===== src/rtl/spsf_pkg.sv =====
// spsf_pkg: register map, field layouts, reset values and timing of the
// serial port status block.
// assumes a 100 MHz mclk and a 32-bit APB register bus.
package spsf_pkg;
   localparam logic [7:0] ADDR_STATUS   = 8'h00;
   localparam logic [7:0] ADDR_CTRL     = 8'h04;
   localparam logic [7:0] ADDR_IRQ_STAT = 8'h08;
   localparam logic [7:0] ADDR_IRQ_MASK = 8'h0C;
   localparam logic [7:0] ADDR_DATA     = 8'h10;

   localparam logic [7:0] STATUS_RST    = 8'h00;
   localparam logic [7:0] CTRL_RST      = 8'h00;
   localparam logic [2:0] IRQ_RST       = 3'h0;
   localparam logic [7:0] DATA_RST      = 8'h00;

   localparam int IRQ_START  = 0;
   localparam int IRQ_STOP   = 1;
   localparam int IRQ_BYTE   = 2;
   localparam int IRQ_W      = 3;

   localparam int CLK_PERIOD_NS = 10;
   localparam int SCK_PERIOD_NS = 80;
   // longest half period, rounded down, never below one cycle
   localparam int SCK_HALF_CYC  = (SCK_PERIOD_NS / (2 * CLK_PERIOD_NS)) < 1 ? 1 :
                                  (SCK_PERIOD_NS / (2 * CLK_PERIOD_NS));
   localparam logic [4:0] SPI_TOGGLES = 5'h10;
   localparam logic [3:0] SPI_BITS    = 4'h8;
   localparam logic [3:0] I2C_BITS    = 4'h9;

   typedef enum logic [1:0] {
      SPSF_MODE_SPI_MASTER = 2'b00,
      SPSF_MODE_SPI_SLAVE  = 2'b01,
      SPSF_MODE_I2C        = 2'b10,
      SPSF_MODE_RSVD       = 2'b11
   } spsf_mode_type;

   typedef struct packed {
      logic       sample_phase_select;
      logic       edge_select;
      logic       data_addr;
      logic       stop_seen;
      logic       start_seen;
      logic [2:0] low_bits;
   } spsf_status_type;

   typedef struct packed {
      logic [3:0]    rsvd;
      logic          clk_idle_high;
      spsf_mode_type mode;
      logic          port_enable_bit;
   } spsf_ctrl_type;
endpackage : spsf_pkg


===== src/rtl/spsf_sync.sv =====
// spsf_sync: two-flop synchroniser for pin inputs.
// assumes inputs are asynchronous to mclk; only the second stage is read.
`timescale 1ns/10ps
module spsf_sync #(
   parameter int WIDTH = 2
) (
   input  wire logic             mclk,
   input  wire logic             nrst,
   input  wire logic [WIDTH-1:0] async_in,
   output logic      [WIDTH-1:0] sync_out
);
   logic [WIDTH-1:0] meta_q;

   always_ff @(posedge mclk or negedge nrst) begin
      if (!nrst) begin
         meta_q   <= '0;
         sync_out <= '0;
      end else begin
         meta_q   <= async_in;
         sync_out <= meta_q;
      end
   end
endmodule : spsf_sync


===== src/rtl/spsf_top.sv =====
// spsf_top: status flags, SPI shifter and I2C bus watcher of a serial port.
// assumes APB master on mclk; sck_in and sd_in are raw pins (scl/sda in I2C).
//
// Functional notes
// - SPI: edge bit 1 shifts on active-to-idle, 0 on idle-to-active.
// - I2C: edge bit 1 enables SMBus input thresholds, 0 disables them.
// - I2C: data-or-address flag 1 after data byte, 0 after address byte.
// - I2C: stop-seen set when stop was last condition; zero at reset.
// - I2C: start-seen set when start was last condition; zero at reset.
// - disabling the port clears start-seen and stop-seen.
//
// Chosen here: the APB register port and the register addresses.
`timescale 1ns/10ps
module spsf_top #(
   parameter int SCK_HALF = spsf_pkg::SCK_HALF_CYC
) (
   input  wire logic        mclk,
   input  wire logic        nrst,
   input  wire logic [7:0]  paddr,
   input  wire logic        psel,
   input  wire logic        penable,
   input  wire logic        pwrite,
   input  wire logic [31:0] pwdata,
   output logic      [31:0] prdata,
   output logic             pready,
   output logic             pslverr,
   input  wire logic        sck_in,
   input  wire logic        sd_in,
   output logic             sck_out,
   output logic             sck_oe,
   output logic             sdo_out,
   output logic             sdo_oe,
   output logic             smbus_thresh_en,
   output logic             irq
);
   spsf_pkg::spsf_status_type stat_q, stat_d;
   spsf_pkg::spsf_ctrl_type   ctrl_q, ctrl_d;
   logic [spsf_pkg::IRQ_W-1:0] ist_q, ist_d, imask_q, imask_d, ievt;
   logic [7:0]  rx_q, rx_d, rxsh_q, rxsh_d, txsh_q, txsh_d;
   logic [3:0]  bits_q, bits_d;
   logic [4:0]  tog_q, tog_d;
   logic [7:0]  div_q, div_d, dly_q, dly_d;
   logic        run_q, run_d, sckl_q, sckl_d, addr_pend_q, addr_pend_d;
   logic        sck_prev_q, sd_prev_q;
   logic [31:0] prdata_d;
   logic        pready_d, pslverr_d, sdo_d, irq_d;
   logic [1:0]  pins_s;
   logic        sck_s, sd_s, acc, wr_en, en, spi, i2c, master;
   logic        edge_evt, lead_evt, trail_evt, shift_evt, samp_evt, do_samp;
   logic        start_evt, stop_evt;

   spsf_sync #(.WIDTH(2)) u_sync (
      .mclk     (mclk),
      .nrst     (nrst),
      .async_in ({sck_in, sd_in}),
      .sync_out (pins_s)
   );
   assign sck_s = pins_s[1];
   assign sd_s  = pins_s[0];

   function automatic logic mapped(input logic [7:0] a);
      mapped = (a == spsf_pkg::ADDR_STATUS) || (a == spsf_pkg::ADDR_CTRL) ||
               (a == spsf_pkg::ADDR_IRQ_STAT) || (a == spsf_pkg::ADDR_IRQ_MASK) ||
               (a == spsf_pkg::ADDR_DATA);
   endfunction : mapped

   always_comb begin
      en     = ctrl_q.port_enable_bit;
      spi    = en && (ctrl_q.mode == spsf_pkg::SPSF_MODE_SPI_MASTER ||
                      ctrl_q.mode == spsf_pkg::SPSF_MODE_SPI_SLAVE);
      master = en && (ctrl_q.mode == spsf_pkg::SPSF_MODE_SPI_MASTER);
      i2c    = en && (ctrl_q.mode == spsf_pkg::SPSF_MODE_I2C);
      // one wait state: pready rises in the second access cycle
      acc    = psel && penable && !pready;
      wr_en  = psel && penable && pready && pwrite;

      stat_d   = stat_q;
      ctrl_d   = ctrl_q;
      imask_d  = imask_q;
      rx_d     = rx_q;
      rxsh_d   = rxsh_q;
      txsh_d   = txsh_q;
      bits_d   = bits_q;
      tog_d    = tog_q;
      div_d    = div_q;
      dly_d    = dly_q;
      run_d    = run_q;
      sckl_d   = sckl_q;
      sdo_d    = sdo_out;
      addr_pend_d = addr_pend_q;
      ievt     = '0;

      // clock edges: generated in master mode, pin-sampled in slave mode
      edge_evt = 1'b0;
      lead_evt = 1'b0;
      if (master && run_q) begin
         if (div_q == 8'(SCK_HALF - 1)) begin
            div_d    = 8'h00;
            edge_evt = 1'b1;
            lead_evt = (sckl_q == ctrl_q.clk_idle_high);
            sckl_d   = ~sckl_q;
            tog_d    = 5'(tog_q + 5'h01);
            if (tog_q == spsf_pkg::SPI_TOGGLES - 5'h01) begin
               run_d = 1'b0;
            end
         end else begin
            div_d = 8'(div_q + 8'h01);
         end
      end else if (spi && !master) begin
         edge_evt = (sck_s != sck_prev_q);
         lead_evt = edge_evt && (sck_prev_q == ctrl_q.clk_idle_high);
      end
      trail_evt = edge_evt && !lead_evt;
      shift_evt = stat_q.edge_select ? trail_evt : lead_evt;
      samp_evt  = stat_q.edge_select ? lead_evt : trail_evt;

      // end-of-output sampling waits one more half period after mid-bit
      do_samp = 1'b0;
      if (master && stat_q.sample_phase_select) begin
         if (samp_evt) begin
            dly_d = 8'(SCK_HALF);
         end else if (dly_q != 8'h00) begin
            dly_d = 8'(dly_q - 8'h01);
            do_samp = (dly_q == 8'h01);
         end
      end else begin
         do_samp = samp_evt;
      end

      if (spi) begin
         if (shift_evt) begin
            sdo_d  = txsh_q[7];
            txsh_d = {txsh_q[6:0], 1'b0};
         end
         if (do_samp) begin
            rxsh_d = {rxsh_q[6:0], sd_s};
            bits_d = 4'(bits_q + 4'h1);
            if (bits_q == spsf_pkg::SPI_BITS - 4'h1) begin
               rx_d   = {rxsh_q[6:0], sd_s};
               bits_d = 4'h0;
               ievt[spsf_pkg::IRQ_BYTE] = 1'b1;
            end
         end
      end

      // I2C bus watch: sda moves while scl stays high
      start_evt = i2c && sck_s && sck_prev_q && sd_prev_q && !sd_s;
      stop_evt  = i2c && sck_s && sck_prev_q && !sd_prev_q && sd_s;
      if (start_evt) begin
         stat_d.start_seen = 1'b1;
         stat_d.stop_seen  = 1'b0;
         bits_d      = 4'h0;
         addr_pend_d = 1'b1;
         ievt[spsf_pkg::IRQ_START] = 1'b1;
      end else if (stop_evt) begin
         stat_d.stop_seen  = 1'b1;
         stat_d.start_seen = 1'b0;
         bits_d = 4'h0;
         ievt[spsf_pkg::IRQ_STOP] = 1'b1;
      end else if (i2c && sck_s && !sck_prev_q) begin
         bits_d = 4'(bits_q + 4'h1);
         if (bits_q < spsf_pkg::SPI_BITS) begin
            rxsh_d = {rxsh_q[6:0], sd_s};
         end
         // byte ends with the acknowledge clock
         if (bits_q == spsf_pkg::I2C_BITS - 4'h1) begin
            bits_d         = 4'h0;
            rx_d           = rxsh_q;
            stat_d.data_addr = !addr_pend_q;
            addr_pend_d    = 1'b0;
            ievt[spsf_pkg::IRQ_BYTE] = 1'b1;
         end
      end

      if (!en) begin
         stat_d.start_seen = 1'b0;
         stat_d.stop_seen  = 1'b0;
         run_d  = 1'b0;
         bits_d = 4'h0;
         dly_d  = 8'h00;
         sckl_d = ctrl_q.clk_idle_high;
      end

      // software writes; a set event wins over a write-one clear
      ist_d = ist_q | ievt;
      if (wr_en) begin
         unique case (paddr)
            spsf_pkg::ADDR_STATUS: begin
               stat_d.sample_phase_select = pwdata[7];
               stat_d.edge_select         = pwdata[6];
            end
            spsf_pkg::ADDR_CTRL: begin
               ctrl_d      = pwdata[7:0];
               ctrl_d.rsvd = 4'h0;
            end
            spsf_pkg::ADDR_IRQ_STAT: begin
               ist_d = (ist_q & ~pwdata[spsf_pkg::IRQ_W-1:0]) | ievt;
            end
            spsf_pkg::ADDR_IRQ_MASK: begin
               imask_d = pwdata[spsf_pkg::IRQ_W-1:0];
            end
            spsf_pkg::ADDR_DATA: begin
               if (spi) begin
                  // edge bit 1 puts bit 7 out at load; 0 waits for the leading edge
                  if (stat_q.edge_select) begin
                     sdo_d  = pwdata[7];
                     txsh_d = {pwdata[6:0], 1'b0};
                  end else begin
                     txsh_d = pwdata[7:0];
                  end
                  bits_d = 4'h0;
                  if (master) begin
                     run_d  = 1'b1;
                     div_d  = 8'h00;
                     tog_d  = 5'h00;
                     sckl_d = ctrl_q.clk_idle_high;
                  end
               end
            end
            default: begin
            end
         endcase
      end
      stat_d.low_bits = 3'h0;

      prdata_d  = prdata;
      pslverr_d = 1'b0;
      pready_d  = acc;
      if (acc) begin
         pslverr_d = !mapped(paddr);
         prdata_d  = 32'h0000_0000;
         unique case (paddr)
            spsf_pkg::ADDR_STATUS:   prdata_d[7:0] = stat_q;
            spsf_pkg::ADDR_CTRL:     prdata_d[7:0] = ctrl_q;
            spsf_pkg::ADDR_IRQ_STAT: prdata_d[spsf_pkg::IRQ_W-1:0] = ist_q;
            spsf_pkg::ADDR_IRQ_MASK: prdata_d[spsf_pkg::IRQ_W-1:0] = imask_q;
            spsf_pkg::ADDR_DATA:     prdata_d[7:0] = rx_q;
            default:                 prdata_d = 32'h0000_0000;
         endcase
      end
      irq_d = |(ist_d & imask_d);
   end

   always_ff @(posedge mclk or negedge nrst) begin
      if (!nrst) begin
         stat_q      <= spsf_pkg::STATUS_RST;
         ctrl_q      <= spsf_pkg::CTRL_RST;
         ist_q       <= spsf_pkg::IRQ_RST;
         imask_q     <= spsf_pkg::IRQ_RST;
         rx_q        <= spsf_pkg::DATA_RST;
         rxsh_q      <= spsf_pkg::DATA_RST;
         txsh_q      <= spsf_pkg::DATA_RST;
         bits_q      <= 4'h0;
         tog_q       <= 5'h00;
         div_q       <= 8'h00;
         dly_q       <= 8'h00;
         run_q       <= 1'b0;
         sckl_q      <= 1'b0;
         addr_pend_q <= 1'b0;
         sck_prev_q  <= 1'b0;
         sd_prev_q   <= 1'b0;
         prdata      <= 32'h0000_0000;
         pready      <= 1'b0;
         pslverr     <= 1'b0;
         sck_out     <= 1'b0;
         sck_oe      <= 1'b0;
         sdo_out     <= 1'b0;
         sdo_oe      <= 1'b0;
         smbus_thresh_en <= 1'b0;
         irq         <= 1'b0;
      end else begin
         stat_q      <= stat_d;
         ctrl_q      <= ctrl_d;
         ist_q       <= ist_d;
         imask_q     <= imask_d;
         rx_q        <= rx_d;
         rxsh_q      <= rxsh_d;
         txsh_q      <= txsh_d;
         bits_q      <= bits_d;
         tog_q       <= tog_d;
         div_q       <= div_d;
         dly_q       <= dly_d;
         run_q       <= run_d;
         sckl_q      <= sckl_d;
         addr_pend_q <= addr_pend_d;
         sck_prev_q  <= sck_s;
         sd_prev_q   <= sd_s;
         prdata      <= prdata_d;
         pready      <= pready_d;
         pslverr     <= pslverr_d;
         sck_out     <= sckl_d;
         sck_oe      <= ctrl_d.port_enable_bit &&
                        (ctrl_d.mode == spsf_pkg::SPSF_MODE_SPI_MASTER);
         sdo_out     <= sdo_d;
         sdo_oe      <= spi;
         smbus_thresh_en <= i2c && stat_q.edge_select;
         irq         <= irq_d;
      end
   end
endmodule : spsf_top


===== config.mk =====
export PLATFORM = sky130hd
export DESIGN_NAME = spsf_top
export DESIGN_NICKNAME = d
export VERILOG_FILES = /design/src/rtl/spsf_pkg.sv /design/src/rtl/spsf_sync.sv /design/src/rtl/spsf_top.sv
export SDC_FILE = /design/constraint.sdc
export NUM_CORES = 1
export LEC_CHECK = 0
export BUFFER_PORTS_ARGS = -buffer_cell sky130_fd_sc_hd__buf_4
export CORE_ASPECT_RATIO = 1.2
export CORE_MARGIN = 1.5
export CORE_UTILIZATION = 46
export CTS_CLUSTER_DIAMETER = 60
export DETAILED_ROUTE_END_ITERATION = 8
export PLACE_DENSITY = 0.67
export SLEW_MARGIN = 20
export SYNTH_ARGS = -nofsm -noshare
export SYNTH_HDL_FRONTEND = slang
export SYNTH_SLANG_ARGS = --single-unit

===== constraint.sdc =====
create_clock -name mclk -period 6.8 [get_ports mclk]
set_input_delay 0.68 -clock mclk [delete_from_list [all_inputs] [get_ports mclk]]
set_output_delay 0.68 -clock mclk [all_outputs]
set_load 0.02 [all_outputs]

==> key figures <==
STA
  • Final period util: 50.4%
  • Fmax: 292 MHz
  • Skew final: 12.6 ps
  • Slew @ Worst Pin: 1160 ps
  • Setup TNS: 0 ps
  • Setup violators final: 0
  • Min Tclk post-route: 3420 ps
  • Unrepaired setup endpoints after global routing: false
  • Max-slew headroom: 21.8%
  • Slew Viols, Final: 0
  • Final hold violations: 0

Layout
  • Nets: 569
  • Fin cells: 646
  • ANT cells: 0
  • Commonest non-fill, non-tap cells in the layout: 88 x dfrtp_1, 49 x nand2_1, 41 x buf_4
  • Synthesis-to-layout area growth: 12.1%
  • Most common cell after layout, fill and taps aside: dfrtp_1
  • Share of post-route cells with drive strength above 1: 17.9%

CTS
  • CTS Buf Count: 9
  • CTS Hold Buffers Added: 0
  • Clk root buf: clkbuf_16
  • TritonCTS clock tree: done
  • Worst-Skew Late Latency: 350 ps
  • Total setup buffers inserted after CTS: 0
  • Clock sinks: 88
  • Max clock buf depth: 2
  • Reg clk slew, reported paths: 70 ps
  • # resized after CTS: 0
  • H-tree levels: 3

Setup path
  • CP Class: reg -> reg
  • Worst setup EP type: flop
  • Slowest stage delay, CP: 970 ps
  • WP data arrival: 3650 ps
  • Critical-path cell list: nor4bb_1, nand4_1, a21oi_1, o311a_2, nand2_1, a221o_1
  • Crit path required time: 7030 ps
  • Reg2Reg Setup Slack: 3380 ps
  • Worst Path Buf+Inv: 0
  • Reg2reg path depth: 6
  • RR Startpoint: en
  • Crit Path Max Fanout: 17
  • Reg-to-Reg End: irq
  • CP max stage cell: nor4bb_1
  • Element type at the critical path start: flop
  • Delay-heaviest family, CP: simple AND/OR/NAND/NOR gates

Logic synthesis
  • Mapped Area: 4830 um2
  • Syn avg cell area: 10.1 um2
  • Yosys reg bits: 88
  • Post-synth EDFFs: 0
  • Most used DFF post-synth: dfrtp_1
  • Mapped Cells: 480
  • Sequential share of the synthesized area: 45.6%
  • Netlist cell types: 72
  • Async SR Flop Fraction: 100%
  • Synthesis Warnings: 0

Power and ir drop
  • Total power: 1.07 mW
  • Switching part of the total: 25.2%
  • Cell Pwr Density: 198 nW/um2
  • Cell-internal power: 0.800 mW
  • Pleak: 2.38 nW
  • NetSw: 0.270 mW
  • Comb power frac: 4.7%
  • Clock power share: 45.9%
  • Share of power burned in registers: 49.5%
  • Maximum vdd drop: 0.000136 V

Drt
  • Vias per std cell: 5.56
  • Drt initial violations: 161
  • Antenna viol nets, final: 0
  • DRC: 0
  • Wirelength per Cell: 16.0 um
  • Drt first pass iters: 4
  • Via count: 3591
  • Total Wirelength: 10400 um

Placed design
  • Placer Congestion: 0.783
  • Number of placed cells counting well taps: 630
  • DPL Wire Length: 7550 um
  • Number of port buffers: 38

Worst hold path
  • Worst hold path type: in -> async

Global route
  • Initial antenna violation count: 0
  • Largest net degree at the start of global routing: 60
  • Number of global-route vias before repair: 3436
  • First-pass GRT wire length: 17000 um
  • Global-route usage over all layers: 19.8%
  • Total congestion overflow: 0

Floorplan
  • Core area: 10100 um2
  • # IOs: 87
  • Site Rows: 40
  • Die Y: 115 um
  • Die Wd: 96.5 um
  • Initial core utilization: 47.7%
  • Die ar.: 11100 um2

Run
  • Max-Cap Viols: 0

Outcome
  • Status: finished, final reports clean
stage by stage:
step	worst slack [ps]	cell area, um2	utilization (%)	hold slack (ps)
final	3380	5410	53.5	251
after global routing	3210	5410	53.5	288
after global placement	3490	5110	50.5	339
after CTS	3420	5400	53.5	268
after detailed placement	3420	5110	50.5	335
after floorplan	4270	4910	-	331
area by class of cell:
cell class                      count  area [um2]
Fill cell                         902        4700
Multi-Input combinational cell    361        2400
Sequential cell                    88        2200
Timing Repair Buffer               41         308
Clock buffer                        9         225
Tap cell                          126         158
Clock inverter                      7        68.8
Inverter                           14        52.6
logic make-up after synthesis:
kind of cell / Yosys count / synth area share, %
DFF: 88 / 45.6
AOI/OAI and AO/OA: 80 / 12.1
other: 1 / 0.0777
muxes: 37 / 8.76
and+or+nand+nor: 199 / 22.5
xor gates and xnor gates: 14 / 2.54
adders and majority gates: 7 / 1.81
buffers and inverters: 54 / 6.66
synthesized netlist by cell type, types with 3 or more instances:
cell type | number | share of area (%)
a211oi_1 | 8 | 1.2
a21oi_1 | 19 | 2.0
a22o_1 | 4 | 0.73
and2_1 | 6 | 0.78
and3_1 | 4 | 0.52
buf_2 | 3 | 0.31
buf_4 | 26 | 4.0
clkbuf_1 | 8 | 0.62
dfrtp_1 | 88 | 46
ha_1 | 7 | 1.8
inv_1 | 13 | 1.0
mux2_2 | 9 | 2.1
mux2_4 | 8 | 2.5
mux2i_1 | 19 | 3.9
nand2_1 | 49 | 3.8
nand2b_1 | 3 | 0.39
nand3_1 | 32 | 3.3
nand3b_1 | 12 | 1.9
nand4_1 | 10 | 1.3
nor2_1 | 31 | 2.4
nor2b_1 | 7 | 0.91
nor3_1 | 7 | 0.73
nor3b_1 | 6 | 0.93
nor4_1 | 4 | 0.52
o2111ai_1 | 4 | 0.73
o21ai_0 | 9 | 0.93
o21ai_1 | 6 | 0.62
o221ai_1 | 4 | 0.73
o31ai_1 | 5 | 0.78
or3_1 | 6 | 0.78
xnor2_1 | 5 | 0.91
xor2_1 | 9 | 1.6
power by group through the flow:
stage / Combinational [mW] / Clock, mW / Sequential, mW
after global routing: 0.0562 / 0.522 / 0.529
final: 0.0500 / 0.491 / 0.529
after global placement: 0.0501 / 0 / 0.539
after CTS: 0.0508 / 0.501 / 0.529
after detailed placement: 0.0507 / 0 / 0.539
after floorplan: 0.0339 / 0 / 0.539
worst register-to-register path: cells and delay by family (launching register included):
kind            cells  cell delay [ps]
flops               1              650
compound gates      3             1260
simple gates        3             1390
registers in the layout, indices dropped and copies added, names as in the netlist, 2 cells and up:
register         cells
txsh_q               8
u_sync.meta_q        2
bits_q               4
rxsh_q               8
u_sync.sync_out      2
ctrl_q               3
tog_q                5
div_q                8
stat_q               5
rx_q                 8
imask_q              3
dly_q                8
ist_q                3
prdata               8
routing by layer:
metal / part of all wire, % / track usage, % / vias to the layer above
li1: - / - / 1759
met1: 46 / 26.7 / 1761
met2: 50 / 31.4 / 59
met3: 2.3 / 3.77 / 12
met4: 1.7 / 7.83 / 0
met5: 0 / 0 / -
worst max path at each step:
| stage | start | to | cells after the start |
|---|---|---|---|
| 2_1_floorplan | paddr[1] | irq | 6 |
| 3_3_place_gp | en | irq | 6 |
| 3_5_place_dp | en | irq | 6 |
| 4_1_cts | en | irq | 6 |
| 5_1_grt | en | irq | 6 |
| 6_report | en | irq | 6 |
Note: power is estimated with default switching activity, not from simulation.
